### config.mk
export PLATFORM = sky130hd
export DESIGN_NAME = adc_serial_control
export DESIGN_NICKNAME = d
export VERILOG_FILES = /design/src/include/adc_ctrl_pkg.sv /design/src/design/adc_serial_control.sv /design/src/design/channel_select_decode.sv /design/src/design/sar_register.sv
export SDC_FILE = /design/constraint.sdc
export NUM_CORES = 1
export LEC_CHECK = 0
export BUFFER_PORTS_ARGS = -buffer_cell sky130_fd_sc_hd__buf_2
export CELL_PAD_IN_SITES_DETAIL_PLACEMENT = 1
export CELL_PAD_IN_SITES_GLOBAL_PLACEMENT = 2
export CORE_UTILIZATION = 38
export DETAILED_ROUTE_END_ITERATION = 8
export PLACE_DENSITY_LB_ADDON = 0.1
export RECOVER_POWER = 50
export REMOVE_ABC_BUFFERS = 1
export SYNTH_ARGS = -nofsm -noshare
export SYNTH_HDL_FRONTEND = slang
export SYNTH_SLANG_ARGS = --single-unit
### constraint.sdc
create_clock -name mclk -period 5.4 [get_ports mclk]
set_input_delay 0.54 -clock mclk [delete_from_list [all_inputs] [get_ports mclk]]
set_output_delay 0.54 -clock mclk [all_outputs]
set_load 0.05 [all_outputs]
### src/include/adc_ctrl_pkg.sv
// constants shared by the serial converter control logic
// assumes one system clock at 50 MHz sampling the serial pins
package adc_ctrl_pkg;
  // system clock
  localparam int MCLK_PERIOD_NS = 20;
  // least acquisition window the host must leave, per supply variant
  localparam int T_ACQ_5V_NS = 468;
  localparam int T_ACQ_3V_NS = 625;
  localparam int ACQ_5V_CYCLES = (T_ACQ_5V_NS + MCLK_PERIOD_NS - 1)
    / MCLK_PERIOD_NS;
  localparam int ACQ_3V_CYCLES = (T_ACQ_3V_NS + MCLK_PERIOD_NS - 1)
    / MCLK_PERIOD_NS;
  // control byte layout
  localparam int CTRL_BITS = 8;
  localparam int START_POS = 7;
  localparam int SEL_HI_POS = 6;
  localparam int SEL_LO_POS = 4;
  localparam int POLARITY_POS = 3;
  localparam int INPUT_MODE_POS = 2;
  localparam int POWER_HI_POS = 1;
  localparam int POWER_LO_POS = 0;
  // framing counts, in sclk edges
  localparam logic [3:0] TRACK_BIT_COUNT = 4'h5;
  localparam logic [3:0] LAST_BIT_COUNT = 4'h8;
  localparam logic [3:0] RESTART_COUNT = 4'h8;
  localparam logic [3:0] STROBE_COUNT = 4'h2;
  localparam logic [3:0] FIRST_DATA_COUNT = 4'h3;
  localparam logic [3:0] LAST_DATA_COUNT = 4'he;
  localparam logic [3:0] END_COUNT = 4'hf;
  // successive approximation
  localparam int SAR_BITS = 12;
  localparam logic [11:0] SAR_FIRST_TRIAL = 12'h800;
  // power modes
  localparam logic [1:0] PWR_FULL_DOWN = 2'h0;
  localparam logic [1:0] PWR_FAST_DOWN = 2'h1;
  localparam logic [1:0] PWR_REDUCED = 2'h2;
  localparam logic [1:0] PWR_NORMAL = 2'h3;
  // reset values
  localparam logic [7:0] SHIFT_RESET = 8'h00;
  localparam logic [2:0] SEL_RESET = 3'h0;
  // state machines
  typedef enum logic [1:0] {
    FRAME_HUNT = 2'b01,
    FRAME_SHIFT = 2'b10
  } frame_e;
  typedef enum logic [1:0] {
    CONV_IDLE = 2'b01,
    CONV_RUN = 2'b10
  } conv_e;
endpackage

### src/design/adc_serial_control.sv
// serial control, track/hold timing and result output of the converter
// assumes sclk, cs_n and din are synchronous to mclk and much slower
`timescale 1ns/1ps
`default_nettype none
module adc_serial_control
  import adc_ctrl_pkg::*;
(
  input wire logic mclk,
  input wire logic rst_n,
  input wire logic sclk,
  input wire logic cs_n,
  input wire logic din,
  input wire logic hard_shutdown_n,
  input wire logic comparator_high,
  output logic dout,
  output logic dout_oe,
  output logic conversion_strobe_out,
  output logic strobe_oe,
  output logic track_switch_closed,
  output logic cap_on_positive,
  output logic [7:0] pos_channel,
  output logic [7:0] neg_channel,
  output logic neg_on_common,
  output logic [11:0] dac_code,
  output logic polarity_select,
  output logic input_mode_select,
  output logic [1:0] power_mode,
  output logic converting
);
  logic sclk_prev;
  logic sclk_rise;
  logic sclk_fall;
  logic cs_prev;
  logic cs_fall;
  frame_e frame;
  frame_e next_frame;
  logic [3:0] bit_count;
  logic [3:0] next_bit_count;
  logic [7:0] shift_reg;
  logic [7:0] next_shift_reg;
  conv_e conv;
  conv_e next_conv;
  logic [3:0] conv_count;
  logic [3:0] next_conv_count;
  logic [2:0] chan_select;
  logic [2:0] next_chan_select;
  logic next_polarity_select;
  logic next_input_mode_select;
  logic [1:0] power_request;
  logic [1:0] next_power_request;
  logic [1:0] next_power_mode;
  logic next_track_switch_closed;
  logic next_dout;
  logic next_conversion_strobe_out;
  logic start_ok;
  logic sar_load;
  logic sar_decide;
  logic sar_bit;

  assign sclk_rise = sclk & ~sclk_prev;
  assign sclk_fall = ~sclk & sclk_prev;
  assign cs_fall = ~cs_n & cs_prev;
  assign dout_oe = ~cs_n;
  assign strobe_oe = ~cs_n;
  assign converting = (conv == CONV_RUN);
  // the capacitor sits on the negative input only while converting
  assign cap_on_positive = ~converting;
  assign start_ok = (conv == CONV_IDLE) || (conv_count >= RESTART_COUNT);
  assign sar_load = sclk_fall && (frame == FRAME_SHIFT)
    && (bit_count == LAST_BIT_COUNT);
  assign sar_decide = sclk_rise && converting
    && (conv_count >= STROBE_COUNT) && (conv_count < LAST_DATA_COUNT);

  // framing of the control byte
  always_comb
  begin
    next_frame = frame;
    next_bit_count = bit_count;
    next_shift_reg = shift_reg;
    if (!hard_shutdown_n)
    begin
      next_frame = FRAME_HUNT;
      next_bit_count = 4'h0;
    end
    else if (sclk_rise && !cs_n)
    begin
      next_shift_reg = {shift_reg[6:0], din};
      case (frame)
        FRAME_HUNT:
        begin
          // zeros pass with no effect until a start bit
          if (din && start_ok)
          begin
            next_frame = FRAME_SHIFT;
            next_bit_count = 4'h1;
          end
        end
        FRAME_SHIFT:
        begin
          if (bit_count < LAST_BIT_COUNT)
          begin
            next_bit_count = bit_count + 4'h1;
          end
        end
        default:
        begin
          next_frame = FRAME_HUNT;
          next_bit_count = 4'h0;
        end
      endcase
    end
    else if (sclk_fall && (frame == FRAME_SHIFT)
      && (bit_count == LAST_BIT_COUNT))
    begin
      next_frame = FRAME_HUNT;
      next_bit_count = 4'h0;
    end
  end

  always_ff @(posedge mclk or negedge rst_n)
  begin
    if (!rst_n)
    begin
      frame <= FRAME_HUNT;
      bit_count <= 4'h0;
      shift_reg <= SHIFT_RESET;
      sclk_prev <= 1'b0;
      cs_prev <= 1'b1;
    end
    else
    begin
      frame <= next_frame;
      bit_count <= next_bit_count;
      shift_reg <= next_shift_reg;
      sclk_prev <= sclk;
      cs_prev <= cs_n;
    end
  end

  // latched control fields and track/hold
  always_comb
  begin
    next_chan_select = chan_select;
    next_polarity_select = polarity_select;
    next_input_mode_select = input_mode_select;
    next_power_request = power_request;
    next_power_mode = power_mode;
    next_track_switch_closed = track_switch_closed;
    if (sar_load)
    begin
      // an all-ones byte lands here as channel seven, single, normal
      next_chan_select = shift_reg[SEL_HI_POS:SEL_LO_POS];
      next_polarity_select = shift_reg[POLARITY_POS];
      next_input_mode_select = shift_reg[INPUT_MODE_POS];
      next_power_request = shift_reg[POWER_HI_POS:POWER_LO_POS];
      next_power_mode = PWR_NORMAL;
      next_track_switch_closed = 1'b0;
    end
    else if (sclk_fall && (frame == FRAME_SHIFT)
      && (bit_count == TRACK_BIT_COUNT))
    begin
      next_track_switch_closed = 1'b1;
      next_power_mode = PWR_NORMAL;
    end
    else if (sclk_rise && converting && (conv_count == LAST_DATA_COUNT))
    begin
      next_track_switch_closed = 1'b1;
      next_power_mode = power_request;
    end
    if (!hard_shutdown_n)
    begin
      next_track_switch_closed = 1'b0;
    end
  end

  always_ff @(posedge mclk or negedge rst_n)
  begin
    if (!rst_n)
    begin
      chan_select <= SEL_RESET;
      polarity_select <= 1'b1;
      input_mode_select <= 1'b1;
      power_request <= PWR_NORMAL;
      power_mode <= PWR_NORMAL;
      track_switch_closed <= 1'b0;
    end
    else
    begin
      chan_select <= next_chan_select;
      polarity_select <= next_polarity_select;
      input_mode_select <= next_input_mode_select;
      power_request <= next_power_request;
      power_mode <= next_power_mode;
      track_switch_closed <= next_track_switch_closed;
    end
  end

  // conversion sequence, strobe and result bits
  always_comb
  begin
    next_conv = conv;
    next_conv_count = conv_count;
    next_dout = dout;
    next_conversion_strobe_out = conversion_strobe_out;
    if (cs_fall)
    begin
      next_conversion_strobe_out = 1'b0;
    end
    if (!hard_shutdown_n)
    begin
      next_conv = CONV_IDLE;
      next_conv_count = 4'h0;
      next_dout = 1'b0;
      next_conversion_strobe_out = 1'b0;
    end
    else if (sar_load)
    begin
      next_conv = CONV_RUN;
      next_conv_count = 4'h0;
    end
    else if (sclk_rise)
    begin
      case (conv)
        CONV_IDLE:
        begin
          next_dout = 1'b0;
          next_conversion_strobe_out = 1'b0;
        end
        CONV_RUN:
        begin
          next_conv_count = conv_count + 4'h1;
          // three leading zeros, twelve decisions, one trailing zero
          next_conversion_strobe_out = (conv_count + 4'h1 == STROBE_COUNT);
          if ((conv_count + 4'h1 >= FIRST_DATA_COUNT)
            && (conv_count + 4'h1 <= LAST_DATA_COUNT))
          begin
            next_dout = sar_bit;
          end
          else
          begin
            next_dout = 1'b0;
          end
          if (conv_count + 4'h1 == END_COUNT)
          begin
            next_conv = CONV_IDLE;
            next_conv_count = 4'h0;
          end
        end
        default:
        begin
          next_conv = CONV_IDLE;
          next_conv_count = 4'h0;
        end
      endcase
    end
  end

  always_ff @(posedge mclk or negedge rst_n)
  begin
    if (!rst_n)
    begin
      conv <= CONV_IDLE;
      conv_count <= 4'h0;
      dout <= 1'b0;
      conversion_strobe_out <= 1'b0;
    end
    else
    begin
      conv <= next_conv;
      conv_count <= next_conv_count;
      dout <= next_dout;
      conversion_strobe_out <= next_conversion_strobe_out;
    end
  end

  channel_select_decode u_decode (
    .chan_select(chan_select),
    .input_mode_select(input_mode_select),
    .pos_channel(pos_channel),
    .neg_channel(neg_channel),
    .neg_on_common(neg_on_common)
  );

  sar_register u_sar (
    .mclk(mclk),
    .rst_n(rst_n),
    .load(sar_load),
    .decide(sar_decide),
    .comparator_high(comparator_high),
    .polarity_select(polarity_select),
    .dac_code(dac_code),
    .out_bit(sar_bit)
  );
endmodule // adc_serial_control
`default_nettype wire

### src/design/channel_select_decode.sv
// input multiplexer selection from the latched control fields
// assumes fields are held stable for the whole conversion
`timescale 1ns/1ps
`default_nettype none
module channel_select_decode
  import adc_ctrl_pkg::*;
(
  input wire logic [2:0] chan_select,
  input wire logic input_mode_select,
  output logic [7:0] pos_channel,
  output logic [7:0] neg_channel,
  output logic neg_on_common
);
  function automatic logic [7:0] chan_onehot(input logic [2:0] idx);
    chan_onehot = 8'h01 << idx;
  endfunction

  always_comb
  begin
    // even channels on low codes, odd channels on high codes
    pos_channel = chan_onehot({chan_select[1:0], chan_select[2]});
    if (input_mode_select)
    begin
      neg_channel = 8'h00;
      neg_on_common = 1'b1;
    end
    else
    begin
      // pair partner takes the other polarity
      neg_channel = chan_onehot({chan_select[1:0], ~chan_select[2]});
      neg_on_common = 1'b0;
    end
  end
endmodule // channel_select_decode
`default_nettype wire

### src/design/sar_register.sv
// successive approximation register and output bit coding
// assumes load and decide are one-cycle pulses, never together
`timescale 1ns/1ps
`default_nettype none
module sar_register
  import adc_ctrl_pkg::*;
(
  input wire logic mclk,
  input wire logic rst_n,
  input wire logic load,
  input wire logic decide,
  input wire logic comparator_high,
  input wire logic polarity_select,
  output logic [11:0] dac_code,
  output logic out_bit
);
  logic [11:0] pointer;
  logic [11:0] next_pointer;
  logic [11:0] next_dac_code;

  // bipolar gives two's complement by flipping the first decision
  assign out_bit = comparator_high ^ (~polarity_select & pointer[11]);

  always_comb
  begin
    next_pointer = pointer;
    next_dac_code = dac_code;
    if (load)
    begin
      next_pointer = SAR_FIRST_TRIAL;
      next_dac_code = SAR_FIRST_TRIAL;
    end
    else if (decide)
    begin
      next_pointer = pointer >> 1;
      next_dac_code = (comparator_high ? dac_code : dac_code & ~pointer)
        | (pointer >> 1);
    end
  end

  always_ff @(posedge mclk or negedge rst_n)
  begin
    if (!rst_n)
    begin
      pointer <= 12'h000;
      dac_code <= 12'h000;
    end
    else
    begin
      pointer <= next_pointer;
      dac_code <= next_dac_code;
    end
  end
endmodule // sar_register
`default_nettype wire

Word-level counts from Yosys, hierarchy flattened

Index checks and enable logic that the tools add are counted.

Flip-flop bits (word level): 57
Output and inout port bits: 40
Input bits: 7
Word-level logic and storage cells: 126

Shift operators: 2
$lt $le $gt $ge: 6
Reduce and logical (&&, ||, !) cells: 20
Muxes and demuxes: 45
Bitwise logic cells: 14
$add $sub $neg: 2
Eq/ne operators: 20

Operators with widths:

| kind                                                                                 | number |
|---|---|
| 12-bit two-way mux                                                                   | 5 |
| 4-bit two-way mux                                                                    | 9 |
| 2-bit two-way mux                                                                    | 11 |
| 4-bit case mux with 2 select lines                                                   | 2 |
| 1-bit by 3-bit << shifter with 8-bit output (first input constant)                   | 2 |
| 1-bit two-way mux                                                                    | 13 |
| 12-bit AND                                                                           | 1 |
| 4-bit == test (second input constant)                                                | 3 |
| 12-bit inverter                                                                      | 1 |
| 12-bit by 11-bit bitwise OR with 12-bit output                                       | 1 |
| 3-bit AND reduction                                                                  | 4 |
| 1-bit logical AND                                                                    | 10 |
| 3-bit by 1-bit != test with 1-bit output (second input constant)                     | 3 |
| 4-bit by 1-bit adder with 4-bit output (second input constant)                       | 2 |
| 4-bit by 2-bit greater-or-equal comparator with 1-bit output (second input constant) | 2 |
| 4-bit < comparator (second input constant)                                           | 2 |
| 8-bit two-way mux                                                                    | 1 |
| 2-bit case mux with 2 select lines                                                   | 2 |
| 3-bit != test (second input constant)                                                | 2 |
| 1-bit inverter                                                                       | 6 |
| 1-bit AND                                                                            | 4 |
| 2-bit by 1-bit == test with 1-bit output (second input constant)                     | 2 |
| 2-bit == test (second input constant)                                                | 2 |
| 4-bit by 2-bit == test with 1-bit output (second input constant)                     | 1 |
| other kinds (16)                                                                     | 18 |

Depth between registers and ports, before layout

Depth in word-level cells: 8
Mapped depth: 8
Depth with buffers taken out: 7

Modules after synthesis

A second synthesis with hierarchy kept.

Cell total of the unflattened synthesis: 296
Area, all modules: 3201.8 µm²

Modules (own cells, without submodules):

| module                | cells an instance | times used | sequential area each (µm²) | area an instance (µm²) |
|---|---|---|---|---|
| adc_serial_control    | 183               | 1          | 837.1                      | 1891.8 |
| sar_register          | 93                | 1          | 600.6                      | 1096.1 |
| channel_select_decode | 20                | 1          | 0.0                        | 214.0 |

Worst setup path before layout

OpenSTA, ideal clock, no wires.

Path type: register to output
Start: register chan_select[1]
End: output port neg_channel[1]
Path buffers: 1
Stages on the path, launching flop included: 3
Setup slack: 2815 ps
Data required time: 4860 ps
Data arrival time: 2045 ps
Cell sequence: dfrtp_1 clkbuf_1 nor4_1

Cells in the longest elaborated chain, start to end: 2

Ends and longest elaborated chain:

| what                                        | RTL line                    | RTL |
|---|---|---|
| start, declared                             | adc_serial_control.sv:45    | `logic [2:0] chan_select;` |
| start signal, assigned                      | adc_serial_control.sv:189   | `chan_select <= next_chan_select;` |
| 1-bit by 3-bit << shifter with 8-bit output | channel_select_decode.sv:15 | `chan_onehot = 8'h01 << idx;` |
| 8-bit two-way mux                           | channel_select_decode.sv:22 | `if (input_mode_select)` |
| end, declared                               | adc_serial_control.sv:22    | `output logic [7:0] neg_channel,` |

No other way between the ends.

==> qor.csv <==
metric,value,unit
cell leakage power,1.49,nW
Final Cell Area,0.00328,mm2
asr flop ratio synth,100,%
pre-CTS setup slack,3.11,ns
Final Hold Viols,0,
setup TNS,0,ns
YS warnings,0,
Setup Buffers After CTS,0,
DR WL/cell,15.3,um
Diodes inserted,0,
count of cell types in the netlist,47,
largest net degree at the start of global routing,58,
crit-path max FO,57,
Critical-path top delay cell,clkbuf_1,
busiest grt layer,met2,
fin crit period,3.07,ns
RSZ-0062 raised after global routing,no,
critical path capture point type,asynchronous set/reset pin,
R2R Path Start,frame[0],
Final ANT Viol Nets,0,
Overflow after GRT,0,
drt total wl,6610,um
synthesized area per cell,10.2,um2
routed vias,2259,
PortBufs,46,
TritonRoute pass-1 iters,4,
clock share of power,41.4,%
CP startpoint kind,input pin,
failing checks,"capacitance limit, slew limit",
sequential share of power,53.5,%
Setup-failing EPs final,0,
nets,345,
CTS root buffer,clkbuf_8,
Most used DFF post-synth,dfrtp_1,
TritonCTS buffer count,9,
clock tree sinks,57,
Initial Util,39.3,%
measured slew at the worst slew-check pin,3.12,ns
GP Congestion,0.746,
synthesis-to-layout area growth,15.9,%
number of global-route vias before repair,2139,
global router's overall resource usage,18.5,%
post-synthesis sequential area ratio,50.7,%
critical path class,input pin to asynchronous set/reset pin,
most frequent cells in the layout,"nand2_1, dfrtp_1, buf_2",
Pint,0.000626,W
"commonest non-fill, non-tap cell in the layout",nand2_1,
Resize count post-CTS,0,
Worst-path clk slew,0.07,ns
MaxCap Viol Count,1,
layout cells sized above 1,21.7,%
# rows,31,
H-tree depth,3,
CTS tree,done,
Post-synth EDFFs,0,
power per cell area,259,mW/mm2
Peak VDD IR,0.104,mV
CTS max path bufs,2,
dpl hpwl,4590,um
"Slew Viols, Final",58,
register-to-register setup slack,3.10,ns
Comb power frac,5.1,%
R2R Path End,u_sar.pointer[3],
Die Y-Extent,88.4,um
Sw Ratio,26.6,%
initial antenna violation count,0,
crit-path cells,"buf_2, clkbuf_1",
Synth area leader,dfrtp_1,
top cells by area in the synthesized netlist,"dfrtp_1, dfstp_2, nand2_1, ha_1, a32o_1",
CP max stage delay,2.19,ns
Die ar.,0.00781,mm2
clock skew,0.00800,ns
Worst-Skew Late Latency,0.34,ns
Worst EP arrival,2.83,ns
# DRC,0,
Core Region,0.00721,mm2
WP data required,5.16,ns
GR Util met2,28.7,%
Vias/cell,5.24,
Synth Instances,278,
Post-DP Area,0.00314,mm2
Max-slew headroom,-108,%
Worst Reg-to-Reg Cells,6,
fillcell total,852,
Hold Path Class,input pin to register,
hold depth,1,
Yosys top cell area share,42.4,%
final setup margin,2.33,ns
I/O pin count,47,
Util after Layout,45.5,%
global-route wire length before repair,10800,um
DRT iter0 DRCs,76,
synthesized cell area,0.00283,mm2
status,"complete, but fails checks",
fmax,325,MHz
hold-fix buffers at CTS,0,
P_sw,0.000226,W
min-delay src,cs_n,
fraction of the cycle the final worst path needs,56.9,%
Worst Hold End,cs_prev,
met3 Resource Use GR,3.64,%
M1 GR Usage,25.3,%
WP buf/inv,2,
CP top delay family,buffers and inverters,
die width,88.4,um
Yosys reg bits,57,
final cells by class:
| class | instances | area, um2 | share of cell area (%) |
|---|---|---|---|
| Sequential cell | 57 | 1440 | 43.8 |
| Clock buffer | 9 | 124 | 3.77 |
| Clock inverter | 7 | 46.3 | 1.41 |
| Timing Repair Buffer | 48 | 218 | 6.63 |
| Multi-Input combinational cell | 195 | 1270 | 38.8 |
| Inverter | 16 | 60.1 | 1.83 |
| Tap cell | 99 | 124 | 3.77 |
synthesized netlist by cell type (all sizes together) (2+ instances only):
cell,count
a211oi,4
a21o,2
a21oi,7
a22o,10
a32o,10
and3b,3
buf,8
clkbuf,2
dfrtp,48
dfstp,9
ha,11
inv,16
mux2,7
nand2,52
nand2b,7
nand3,7
nand3b,4
nor2,20
nor3,12
nor3b,2
nor4,2
o21ai,15
o22ai,2
xnor2,2
how the worst max path moves through the flow:
stage	from	to	slack (ns)	cells after the start
CTS	frame[0]	u_sar.pointer[3]	3.07	6
detailed placement	frame[0]	u_sar.pointer[3]	3.11	6
global route	rst_n	track_switch_closed	1.71	2
floorplan	input_mode_select	neg_channel[1]	2.80	1
finish	rst_n	u_sar.dac_code[2]	2.33	2
global placement	sclk	u_sar.pointer[7]	3.19	5
metal layers:
| layer | wire length, um | vias up |
|---|---|---|
| li1 | - | 1073 |
| met1 | 3280 | 1132 |
| met2 | 3010 | 44 |
| met3 | 219 | 10 |
| met4 | 104 | 0 |
| met5 | 0 | - |
power groups by stage:
stage | registers [W] | logic, W | clock network (W)
finish | 0.000456 | 0.0000436 | 0.000353
CTS | 0.000455 | 0.0000458 | 0.000363
detailed placement | 0.000463 | 0.0000456 | 0
floorplan | 0.000459 | 0.0000269 | 0
global route | 0.000457 | 0.0000494 | 0.000381
global placement | 0.000463 | 0.0000447 | 0
kinds of logic (layout without fill, tap and decap cells):
kind of cell    after synthesis  after routing  synth area share, %
simple gates                116            116                 20.5
flops                        57             57                 50.7
mux                           7              7                 2.78
buf+inv                      26             80                 4.28
compound gates               58             58                 15.6
fa+ha+maj                    11             11                 4.86
xor+xnor                      3              3                 1.19
per-stage QoR:
stage,total power [W],cells,hold WS (ns)
floorplan,0.000486,268,0.244
global placement,0.000508,415,0.452
detailed placement,0.000509,415,0.453
CTS,0.000864,431,0.314
global route,0.000887,431,0.335
finish,0.000852,431,0.330
No activity file was read; power rests on OpenSTA's default activity.
